File: src/typec_pkg.sv
// Shared types, timing constants and current levels for the Type-C attach block.
// Assumes CC comparator flags and VBUS detect arrive synchronous to core_clk.
// Functional notes
// - Source-only port without a sink pull-down stays unattached, VBUS and VCONN off.
// - Sink-only port without pull-up or VBUS stays unattached as sink.
// - Source sees pull-down, waits, attaches once pull-down held for the debounce time.
// - Entering attached source turns on both VBUS and VCONN.
// - Attached source-only port watches CC; pull-down lost returns to unattached source.
// - Demanding sinks wait on pull-up ignoring VBUS; simple sinks may attach on VBUS.
// - Sink attaches once VBUS detected; losing VBUS returns it to unattached sink.
// - Dual-role port with nothing attached alternates unattached source and sink.
// - Dual-role source sees pull-down, waits debounce, attaches and powers VBUS, VCONN.
// - Dual-role attached source losing pull-down returns unattached and resumes toggling.
// - Dual-role sink sees pull-up, waits, then attaches when VBUS appears.
// - Dual-role sink may optionally try source role before settling as sink.
// - Dual-role attached sink losing VBUS returns unattached and resumes toggling.
// - Power ranking: PD, Type-C 3.0 A, Type-C 1.5 A, battery charging, default.
// - With a PD contract active only the contract current counts.
// - PD ending falls back to Type-C current, then charging, then default.
// - Type-C current detection is always present; other mechanisms are optional.
// - Any state tolerates a source that always supplies VBUS.
`default_nettype none

package typec_pkg;

  // Clock rate and timing figures in microseconds
  localparam int CLK_MHZ         = 40;
  localparam int CC_DEBOUNCE_US  = 150;
  localparam int CC_DEBOUNCE_CYC = CC_DEBOUNCE_US * CLK_MHZ;
  localparam int DRP_TOGGLE_US   = 35;
  localparam int DRP_TOGGLE_CYC  = DRP_TOGGLE_US * CLK_MHZ;
  localparam int TRY_TIMEOUT_US  = 100;
  localparam int TRY_TIMEOUT_CYC = TRY_TIMEOUT_US * CLK_MHZ;

  // Counter widths
  localparam int TIMER_W = 16;
  localparam int DEB_W   = 20;

  // Current limits in mA
  localparam logic [15:0] MA_NONE   = 16'h0000;
  localparam logic [15:0] MA_USB2   = 16'h01f4;
  localparam logic [15:0] MA_USB3   = 16'h0384;
  localparam logic [15:0] MA_BC     = 16'h05dc;
  localparam logic [15:0] MA_TC_1A5 = 16'h05dc;
  localparam logic [15:0] MA_TC_3A0 = 16'h0bb8;

  typedef enum logic [1:0] {
    ROLE_SRC = 2'h0,
    ROLE_SNK = 2'h1,
    ROLE_DRP = 2'h2
  } port_role_t;

  typedef enum logic [1:0] {
    RP_NONE    = 2'h0,
    RP_DEFAULT = 2'h1,
    RP_1A5     = 2'h2,
    RP_3A0     = 2'h3
  } rp_level_t;

  typedef enum logic [7:0] {
    UNATT_SRC   = 8'h01,
    ATTWAIT_SRC = 8'h02,
    ATT_SRC     = 8'h04,
    UNATT_SNK   = 8'h08,
    ATTWAIT_SNK = 8'h10,
    ATT_SNK     = 8'h20,
    TRY_SRC     = 8'h40,
    TRYWAIT_SNK = 8'h80
  } conn_state_t;

  typedef enum logic [2:0] {
    PSRC_NONE    = 3'h0,
    PSRC_DEFAULT = 3'h1,
    PSRC_BC      = 3'h2,
    PSRC_TC_1A5  = 3'h3,
    PSRC_TC_3A0  = 3'h4,
    PSRC_PD      = 3'h5
  } pwr_src_t;

  typedef struct packed {
    logic      rd_seen;
    logic      rp_seen;
    rp_level_t rp_level;
  } cc_sense_t;

  typedef struct packed {
    logic        pd_active;
    logic [15:0] pd_ma;
    logic        bc_active;
    logic        usb3;
  } pwr_req_t;

  typedef struct packed {
    pwr_src_t    src;
    logic [15:0] limit_ma;
  } pwr_sel_t;

  typedef struct packed {
    logic vbus_en;
    logic vconn_en;
    logic pullup_en;
    logic pulldown_en;
  } port_drive_t;

endpackage

`default_nettype wire

File: src/cc_debounce.sv
// Debounce filter for the CC pull-up and pull-down flags.
// Assumes inputs are synchronous; stable means held unchanged for CYC cycles.
`default_nettype none

module cc_debounce #(
  parameter int W   = 2,
  parameter int CYC = typec_pkg::CC_DEBOUNCE_CYC
)(
  // Clock and reset
  input  wire logic         core_clk,
  input  wire logic         rst_n,
  // Raw flags in, filtered flags out
  input  wire logic [W-1:0] raw,
  output logic      [W-1:0] level,
  output logic              stable
);
  import typec_pkg::*;

  typedef struct packed {
    logic [W-1:0]     last;
    logic [DEB_W-1:0] cnt;
    logic             stable;
  } deb_t;

  deb_t cur_reg;
  deb_t cur_next;

  // Any change restarts the count, so glitches never qualify
  always_comb
  begin
    cur_next = cur_reg;
    if (raw != cur_reg.last)
    begin
      cur_next.last   = raw;
      cur_next.cnt    = '0;
      cur_next.stable = 1'b0;
    end
    else if (cur_reg.cnt != DEB_W'(CYC - 1))
      cur_next.cnt = cur_reg.cnt + 1'b1;
    else
      cur_next.stable = 1'b1;
  end

  // State register
  always_ff @(posedge core_clk)
  begin
    if (!rst_n)
      cur_reg <= '0;
    else
      cur_reg <= cur_next;
  end

  assign level  = cur_reg.last;
  assign stable = cur_reg.stable;

endmodule

`default_nettype wire

File: src/power_select.sv
// Chooses the governing power mechanism and current limit for an attached sink.
// Assumes PD and charging flags come from their own controllers.
`default_nettype none

module power_select (
  // Clock and reset
  input  wire logic                 core_clk,
  input  wire logic                 rst_n,
  // Attach state, advertised level and mechanism requests
  input  wire logic                 attached_snk,
  input  wire typec_pkg::rp_level_t rp_level,
  input  wire typec_pkg::pwr_req_t  pwr_req,
  // Selection
  output typec_pkg::pwr_sel_t       pwr_sel
);
  import typec_pkg::*;

  pwr_sel_t sel_reg;
  pwr_sel_t sel_next;

  // Strict priority; dropping a higher source falls to the next by itself
  always_comb
  begin
    sel_next = '{src: PSRC_NONE, limit_ma: MA_NONE};
    if (attached_snk)
    begin
      if (pwr_req.pd_active)
        sel_next = '{src: PSRC_PD, limit_ma: pwr_req.pd_ma};
      else if (rp_level == RP_3A0)
        sel_next = '{src: PSRC_TC_3A0, limit_ma: MA_TC_3A0};
      else if (rp_level == RP_1A5)
        sel_next = '{src: PSRC_TC_1A5, limit_ma: MA_TC_1A5};
      else if (pwr_req.bc_active)
        sel_next = '{src: PSRC_BC, limit_ma: MA_BC};
      else
        sel_next = '{src: PSRC_DEFAULT, limit_ma: pwr_req.usb3 ? MA_USB3 : MA_USB2};
    end
  end

  // Selection register
  always_ff @(posedge core_clk)
  begin
    if (!rst_n)
      sel_reg <= '{src: PSRC_NONE, limit_ma: MA_NONE};
    else
      sel_reg <= sel_next;
  end

  assign pwr_sel = sel_reg;

endmodule

`default_nettype wire

File: src/typec_attach_power_select.sv
// Connection state logic of a Type-C port: source-only, sink-only or dual-role.
// Assumes CC detect flags and VBUS detect are synchronous to core_clk.
`default_nettype none

module typec_attach_power_select #(
  parameter int DEBOUNCE_CYC = typec_pkg::CC_DEBOUNCE_CYC,
  parameter int TOGGLE_CYC   = typec_pkg::DRP_TOGGLE_CYC,
  parameter int TRY_CYC      = typec_pkg::TRY_TIMEOUT_CYC
)(
  // Clock and reset
  input  wire logic                  core_clk,
  input  wire logic                  rst_n,
  // Port configuration
  input  wire typec_pkg::port_role_t role,
  input  wire logic                  sink_needs_wait,
  input  wire logic                  try_src_en,
  // Sensed line conditions
  input  wire typec_pkg::cc_sense_t  cc_in,
  input  wire logic                  vbus_present,
  // Power mechanism requests
  input  wire typec_pkg::pwr_req_t   pwr_req,
  // Port drive and status
  output typec_pkg::port_drive_t     drive,
  output typec_pkg::conn_state_t     conn_state,
  output logic                       attached_src,
  output logic                       attached_snk,
  output typec_pkg::pwr_sel_t        pwr_sel
);
  import typec_pkg::*;

  typedef struct packed {
    conn_state_t        st;
    logic [TIMER_W-1:0] tmr;
    port_drive_t        drv;
  } ctl_t;

  localparam ctl_t CTL_RESET = '{st: UNATT_SRC, tmr: '0, drv: '{1'b0, 1'b0, 1'b1, 1'b0}};

  ctl_t        cur_reg;
  ctl_t        cur_next;
  logic [1:0]  deb_level;
  logic        deb_stable;
  logic        deb_rd;
  logic        deb_rp;
  logic        toggle_hit;
  logic        try_hit;
  logic        src_side;

  //////////////////////////////////////////////////////////////////////////////

  // CC flags filtered together; either changing restarts the wait
  cc_debounce #(
    .W   (2),
    .CYC (DEBOUNCE_CYC)
  ) u_deb (
    .core_clk (core_clk),
    .rst_n    (rst_n),
    .raw      ({cc_in.rd_seen, cc_in.rp_seen}),
    .level    (deb_level),
    .stable   (deb_stable)
  );

  // Settled CC condition and timer expiry decodes
  assign deb_rd     = deb_stable & deb_level[1];
  assign deb_rp     = deb_stable & deb_level[0];
  assign toggle_hit = (cur_reg.tmr == TIMER_W'(TOGGLE_CYC - 1));
  assign try_hit    = (cur_reg.tmr == TIMER_W'(TRY_CYC - 1));

  //////////////////////////////////////////////////////////////////////////////

  // Next state; the timer restarts on every state change
  always_comb
  begin
    cur_next     = cur_reg;
    cur_next.tmr = cur_reg.tmr + 1'b1;
    case (cur_reg.st)
      UNATT_SRC:
      begin
        if (role == ROLE_SNK)
          cur_next.st = UNATT_SNK;
        else if (cc_in.rd_seen)
          cur_next.st = ATTWAIT_SRC;
        else if (role == ROLE_DRP && toggle_hit)
          cur_next.st = UNATT_SNK;
        else if (role == ROLE_SRC)
          cur_next.tmr = '0;
      end
      ATTWAIT_SRC:
      begin
        // Foreign VBUS still present: never power into it
        if (deb_rd && !vbus_present)
          cur_next.st = ATT_SRC;
        else if (deb_stable && !deb_level[1])
          cur_next.st = UNATT_SRC;
      end
      ATT_SRC:
      begin
        if (deb_stable && !deb_level[1])
          cur_next.st = UNATT_SRC;
      end
      UNATT_SNK:
      begin
        if (role == ROLE_SRC)
          cur_next.st = UNATT_SRC;
        else if (cc_in.rp_seen)
          cur_next.st = ATTWAIT_SNK;
        else if (role == ROLE_SNK && !sink_needs_wait && vbus_present)
          cur_next.st = ATT_SNK;
        else if (role == ROLE_DRP && toggle_hit)
          cur_next.st = UNATT_SRC;
        else if (role == ROLE_SNK)
          cur_next.tmr = '0;
      end
      ATTWAIT_SNK:
      begin
        if (deb_rp && vbus_present)
        begin
          if (role == ROLE_DRP && try_src_en)
            cur_next.st = TRY_SRC;
          else
            cur_next.st = ATT_SNK;
        end
        else if (deb_stable && !deb_level[0])
          cur_next.st = UNATT_SNK;
      end
      ATT_SNK:
      begin
        if (!vbus_present)
          cur_next.st = UNATT_SNK;
      end
      TRY_SRC:
      begin
        if (cc_in.rd_seen)
          cur_next.st = ATTWAIT_SRC;
        else if (try_hit)
          cur_next.st = TRYWAIT_SNK;
      end
      TRYWAIT_SNK:
      begin
        if (deb_rp && vbus_present)
          cur_next.st = ATT_SNK;
        else if (try_hit && !cc_in.rp_seen)
          cur_next.st = UNATT_SNK;
      end
      default:
        cur_next.st = UNATT_SRC;
    endcase
    if (cur_next.st != cur_reg.st)
      cur_next.tmr = '0;
    // Terminations and power follow the state being entered
    src_side = cur_next.st inside {UNATT_SRC, ATTWAIT_SRC, ATT_SRC, TRY_SRC};
    cur_next.drv.pullup_en   = src_side;
    cur_next.drv.pulldown_en = !src_side;
    cur_next.drv.vbus_en     = (cur_next.st == ATT_SRC);
    cur_next.drv.vconn_en    = (cur_next.st == ATT_SRC);
  end

  // State register
  always_ff @(posedge core_clk)
  begin
    if (!rst_n)
      cur_reg <= CTL_RESET;
    else
      cur_reg <= cur_next;
  end

  //////////////////////////////////////////////////////////////////////////////

  // Power mechanism selection for the sink side
  power_select u_psel (
    .core_clk     (core_clk),
    .rst_n        (rst_n),
    .attached_snk (cur_reg.st == ATT_SNK),
    .rp_level     (cc_in.rp_level),
    .pwr_req      (pwr_req),
    .pwr_sel      (pwr_sel)
  );

  // Outputs straight from the state register
  assign drive        = cur_reg.drv;
  assign conn_state   = cur_reg.st;
  assign attached_src = (cur_reg.st == ATT_SRC);
  assign attached_snk = (cur_reg.st == ATT_SNK);

endmodule

`default_nettype wire

File: config.mk
export PLATFORM = sky130hd
export DESIGN_NAME = typec_attach_power_select
export DESIGN_NICKNAME = d
export VERILOG_FILES = /design/src/typec_pkg.sv /design/src/cc_debounce.sv /design/src/power_select.sv /design/src/typec_attach_power_select.sv
export SDC_FILE = /design/constraint.sdc
export NUM_CORES = 1
export LEC_CHECK = 0
export BUFFER_PORTS_ARGS = -buffer_cell sky130_fd_sc_hd__buf_4
export CORE_UTILIZATION = 43
export DETAILED_ROUTE_END_ITERATION = 7
export HOLD_SLACK_MARGIN = 0.06
export PLACE_DENSITY = 0.66
export RECOVER_POWER = 25
export SYNTH_ARGS = -nofsm -noshare
export SYNTH_HDL_FRONTEND = slang
export SYNTH_HIERARCHICAL = 1
export SYNTH_SLANG_ARGS = --single-unit
File: constraint.sdc
create_clock -name core_clk -period 2.3 [get_ports core_clk]
set_input_delay 0.69 -clock core_clk [delete_from_list [all_inputs] [get_ports core_clk]]
set_output_delay 0.69 -clock core_clk [all_outputs]
set_load 0.05 [all_outputs]
# == Word level (Yosys, flattened, before mapping) ==
# Cells that the tools add are included.
# totals
reg_bits,69
# op_classes
bitwise,4
n_addsub,2
reduce_logical,21
eq_ne,21
mux,33
# ops
op,n
$mux 16,9
$mux 8,16
$pmux 8 s8,1
$mux 19,3
$pmux 16 s2,1
$add 20x1->20 const B,1
$ne 20x13->1 const B,1
$mux 18,1
$add 16x1->16 const B,1
$eq 16x11->1 const B,1
$eq 16x12->1 const B,1
$eq 8x1->1 const B,2
$eq 8x2->1 const B,2
$eq 8x3->1 const B,2
$eq 8x7->1 const B,2
$mux 10,1
$logic_and 1x1->1,9
$eq 8x4->1 const B,1
$eq 8x5->1 const B,1
$eq 8x6->1 const B,1
$eq 8x8->1 const B,1
$ne 8x8->1,1
$mux 7,1
$eq 2x2->1 const B,3
10 further kinds,18

# == Logic depth before layout (Yosys ltp) ==
# depth
depth_word,10
ltp_mapped,8
mapped_depth_nobuf,7

# == Hierarchy ==
# Netlist, hierarchy kept.
# modules_own_cells
module,seq_area_each_um2,cells_per_inst,instances,area_each_um2
typec_attach_power_select,540.5,273,1,2187.1
cc_debounce,460.4,129,1,1131.1
power_select,380.4,63,1,644.4

# == Least setup slack after synthesis ==
# OpenSTA, ideal clock, no wires.
# synth_timing
kind,flip-flop to output port
startpoint,register cur_reg (netlist bit conn_state[4])
endpoint,output attached_src
setup_slack_ns,-0.876
required_time_ns,1.610
t_arrival_ns,2.486
path_stages_with_launch,4
cell_sequence,dfxtp_1 -> buf_6 -> or4_4 -> nor4_1
# synth_between
elab_chain_cells,1
# synth_lines
element,line,rtl
start: declaration,typec_attach_power_select.sv:39,ctl_t cur_reg;
start signal: assignment,typec_attach_power_select.sv:164,cur_reg <= cur_next;
$eq 8x3->1,typec_attach_power_select.sv:182,assign attached_src = (cur_reg.st == ATT_SRC);
end: declaration,typec_attach_power_select.sv:25,"output logic attached_src,"
# Every way passes these cells.

# == Worst setup path after layout ==
# layout_timing
startpoint,register cur_reg (netlist bit conn_state[4])
endpoint,register cur_reg (netlist bit drive[1])
# layout_between
elab_chain_cells,7
word_cells_on_any_way,30
cone_classes,eq/ne: 12; mux: 17; reduce/logical: 1
# layout_lines
element,line,rtl
$mux 8,typec_attach_power_select.sv:109,else if (role == ROLE_DRP && toggle_hit)
$mux 8,typec_attach_power_select.sv:107,else if (role == ROLE_SNK && !sink_needs_wait && vbus_present)
$mux 8,typec_attach_power_select.sv:105,else if (cc_in.rp_seen)
$mux 8,typec_attach_power_select.sv:103,if (role == ROLE_SRC)
$pmux 8 s8 (*),typec_attach_power_select.sv:76,case (cur_reg.st)
"$eq 8x1->1, or another cell as far along",typec_attach_power_select.sv:151,"src_side = cur_next.st inside {UNATT_SRC, ATTWAIT_SRC, ATT_SRC, TRY_SRC};"
$reduce_bool 4->1 (*),typec_attach_power_select.sv:151,
# Mark *: on every way between the ends. The rest lies on a longest branch, timed or not.
# A chain may end at the register's enable or synchronous reset.

==> summary by stage <==
Setup path
By instance count, the cell type seen most on the critical path is buf_4. In this run the worst path has a maximum fanout of 4. In this design, the stage delay of the slowest critical-path cell is approximately 0.56 ns.

The worst setup path is captured at a flip-flop. The endpoint of the most critical register-to-register path is drive[1]. For the worst flop-to-flop path, the logic depth is 8. The cell with the biggest individual delay on the critical path is or4_4.

Traced cell by cell, the critical path runs through or4_4, buf_4, nor4_4, a2111oi_2, a211oi_2, buf_4, nand3_1, or3_1. The type of element launching the critical path is a flip-flop. The worst endpoint data arrival time is approximately 2.7 ns. The critical path in this run is classified as reg2reg. The data required time at the worst endpoint is approximately 2.5 ns. The critical register-to-register path startpoint is conn_state[4]. In this run the register-to-register setup slack is -0.13 ns.

Route
The final route contains about 3.8k vias. Once detail routing completed, the nets flagged for antenna violations numbered 0. After detailed routing, the average wire length per cell comes to 15.7 um.

The first-pass iteration count of the detailed router is 7. The DRC violation count after routing is 8. The detailed router finished its first iteration with approximately 230 violations. The post-detailed-route via-to-cell ratio is ~5.7. The final wirelength is around 10 mm.

Global route
The initial antenna violation count came to 0. For this run the aggregate overflow at the end of global routing stands at 0. Entering global routing, the biggest net connects 23 pins.

Across every metal layer, demand over resource in global routing totals approximately 22%. The wire length of the first global-routing pass is 17.1 mm. The number of global-route vias before repair is between 3k and 4k.

STA
In this run the tightest slew margin relative to its limit is between 50 and 60%. For the final routed database, the setup TNS stands at -1.71 ns. Setup repair after global routing could not meet its margin everywhere. The minimum clock period after layout is about 2.4 ns. Derived from the worst setup path, the maximum achievable clock frequency is 412 MHz. At the pin with the least slew margin, the transition time is roughly 0.62 ns. The total setup violations reported at the end of the flow is 21.

The final hold violation count is 0. Across the routed clock network, the largest skew measured is around 0.017 ns. The count of pins over their slew limit was 0.

Of the available clock period, the critical path in the final layout requires 106%. Across all setup checks in the final design, the least slack found is -0.129 ns.

Min path
Counting instances, the worst hold path has a depth of 2. The tightest min-delay check is of the reg2reg type. The worst min-delay path startpoint is u_deb/cur_reg[20]. The endpoint of the worst hold path is u_deb/cur_reg[20].

Synthesis
The sequential-to-total area share from yosys stat is 34.9%. The distinct cell type count after synthesis is 77. The number of storage elements in the synthesis netlist is 69. The most used flip-flop cell after synthesis is dfxtp_1. The number of nets in the synthesized netlist is ~500. After synthesis the cells add up to between 3000 and 4000 um2. The average instance in the mapped netlist occupies 8.52 um2. The instance count of the mapped netlist is approximately 470. Yosys printed 6 warnings. In the synthesized netlist the async set-or-reset flop fraction comes to 0%.

The number of enable-type register cells in the synthesized netlist is 0.

Power and ir drop
The worst ir drop on vdd is between 0.0003 and 0.0004 V. For this design the ratio of total power to cell area is approximately 580 nW/um2. The static power due to leakage is around 1.9 nW.

Finish
The flip-flop count of the largest register after layout is 20. For this run, the post-layout net count is 585. The library cells used most frequently in the layout, excluding fill and tap cells, are buf_4, dfxtp_1, nand2_1, nand3_1, nor2_1. The antenna diode count is 0. The non-filler instance count after layout is around 670. In the final layout, the share of cells above drive strength 1 is between 30% and 40%. Compared with the post-synthesis result, the final layout area differs by 26.6%. Leaving out fill and tap cells, the most frequent cell in the layout is buf_4.

CTS
The CTS tree is built. The clock transition time at the flip-flop clock pins of the worst setup and hold paths is about 0.090 ns. The clock net sink count is about 70.

The clock passes through at most 2 buffers. At the later pin of the worst-skew pair, clock insertion delay measures about 0.35 ns. CTS built an H-tree with a depth of 3. The number of clock buffers inserted by TritonCTS is 9.

The hold buffer count at cts is 0. The cell sitting at the root of the clock tree is a clkbuf_8.

Outcome
The flow ran to the end, but the final reports show violations. The checks that failed: design-rule violations, negative setup slack.

Placed design
In this run, placement finished with an instance count of about 650. The final weighted congestion of routability-driven global placement is just over 1. The wire-length estimate of the detail-placed layout is 7.57 mm. Buffers placed on the I/O ports in this run total 62.

Flow run
Max-cap violations in this run came to 0.

Die
The core region area is about 8800 um2. The row count is 34. The floorplan step defined a die boundary enclosing between 9000 and 10000 um2. The effective utilization at floorplan is 45.0%. The floorplan step set the die width to between 90 and 100 um. The number of ports placed on the die boundary is 63. The vertical extent of the die is just under 100 um.
-- cell usage after synthesis, types with 6 or more instances --
cell type,n,area [um2]
nor2_1,27,101
nand2b_1,11,68.8
dfxtp_1,69,1380
xnor2_1,16,140
nand2_1,31,116
nor3_1,21,105
nor3_2,11,110
nand4_1,12,75.1
buf_2,6,30.0
nor4_1,8,50.1
and2_1,9,56.3
o21ai_0,12,60.1
a21oi_1,27,135
and3_1,11,68.8
buf_4,15,113
nand3_1,31,155
xor2_1,10,87.6
inv_1,16,60.1
clkbuf_1,12,45.0
-- how the worst max path moves through the flow --
stage	from	cells after the start	slack [ns]	to
2_1_floorplan	conn_state[4]	3	-0.005	attached_src
3_3_place_gp	role[0]	7	-0.03	drive[1]
3_5_place_dp	role[0]	7	-0.07	drive[1]
4_1_cts	conn_state[4]	4	-0.14	attached_src
5_1_grt	conn_state[4]	8	-0.21	drive[1]
6_report	conn_state[4]	8	-0.13	drive[1]
-- per-stage QoR --
step                      power, mW  instance area [um2]  setup slack [ns]  hold slack (ns)  utilization [%]
after floorplan                1.68                 4000          -0.00507            0.446                -
after global placement         1.91                 4770           -0.0272            0.472             54.1
after detailed placement       1.92                 4770           -0.0749            0.494             54.1
after CTS                      2.93                 5030            -0.139            0.516             57.2
after global routing           3.06                 5020            -0.214            0.536             57.0
final                          2.92                 5020            -0.129            0.526             57.0
-- logic make-up after synthesis --
| kind of cell | count (synthesis) | share of synthesized area, % |
|---|---|---|
| AO/OA/AOI/OAI | 84 | 15.6 |
| XOR/XNOR | 26 | 5.75 |
| adder cells (fa/ha/maj) | 2 | 0.631 |
| buffers and inverters | 55 | 7.39 |
| flip-flops | 69 | 34.9 |
| multiplexers | 3 | 0.852 |
| AND/OR/NAND/NOR | 226 | 34.9 |
-- per-layer routing --
| layer | share of wire [%] | up-vias | global-route usage [%] |
|---|---|---|---|
| li1 | - | 1871 | - |
| met1 | 44 | 1780 | 29.8 |
| met2 | 48 | 131 | 35.4 |
| met3 | 6.1 | 23 | 3.51 |
| met4 | 2.3 | 0 | 8.51 |
| met5 | 0 | - | 0 |
-- final cells by class --
| type | count | area [um2] |
|---|---|---|
| flip-flops and latches | 69 | 1390 |
| inverters | 16 | 60.1 |
| well taps | 108 | 135 |
| clock buffers | 9 | 124 |
| fillers | 814 | 3790 |
| repair buffers | 116 | 863 |
| clock inverters | 7 | 73.8 |
| multi-input cells | 341 | 2370 |
-- report_power, final --
group          total [mW]  leakage (nW)  internal (mW)  switching, mW
combinational       0.683          1.22          0.289          0.394
sequential           1.24         0.560           1.22         0.0187
clock               0.998         0.100          0.506          0.491
total                2.92          1.88           2.01          0.904
-- worst max-delay path, delay by kind of cell, from the launching register on --
family	cells	cell delay, ns
compound gates	2	0.36
buf+inv	2	0.34
simple gates	4	1.26
flops	1	0.35
-- what timing repair did --
item,CTS,global route
pin swaps,3,2
buffers inserted,4,1
gates resized for setup,12,7
hold endpoints to repair,0,0
setup endpoints to repair,19,22
cloned,0,0
No activity file was read; power rests on OpenSTA's default activity.
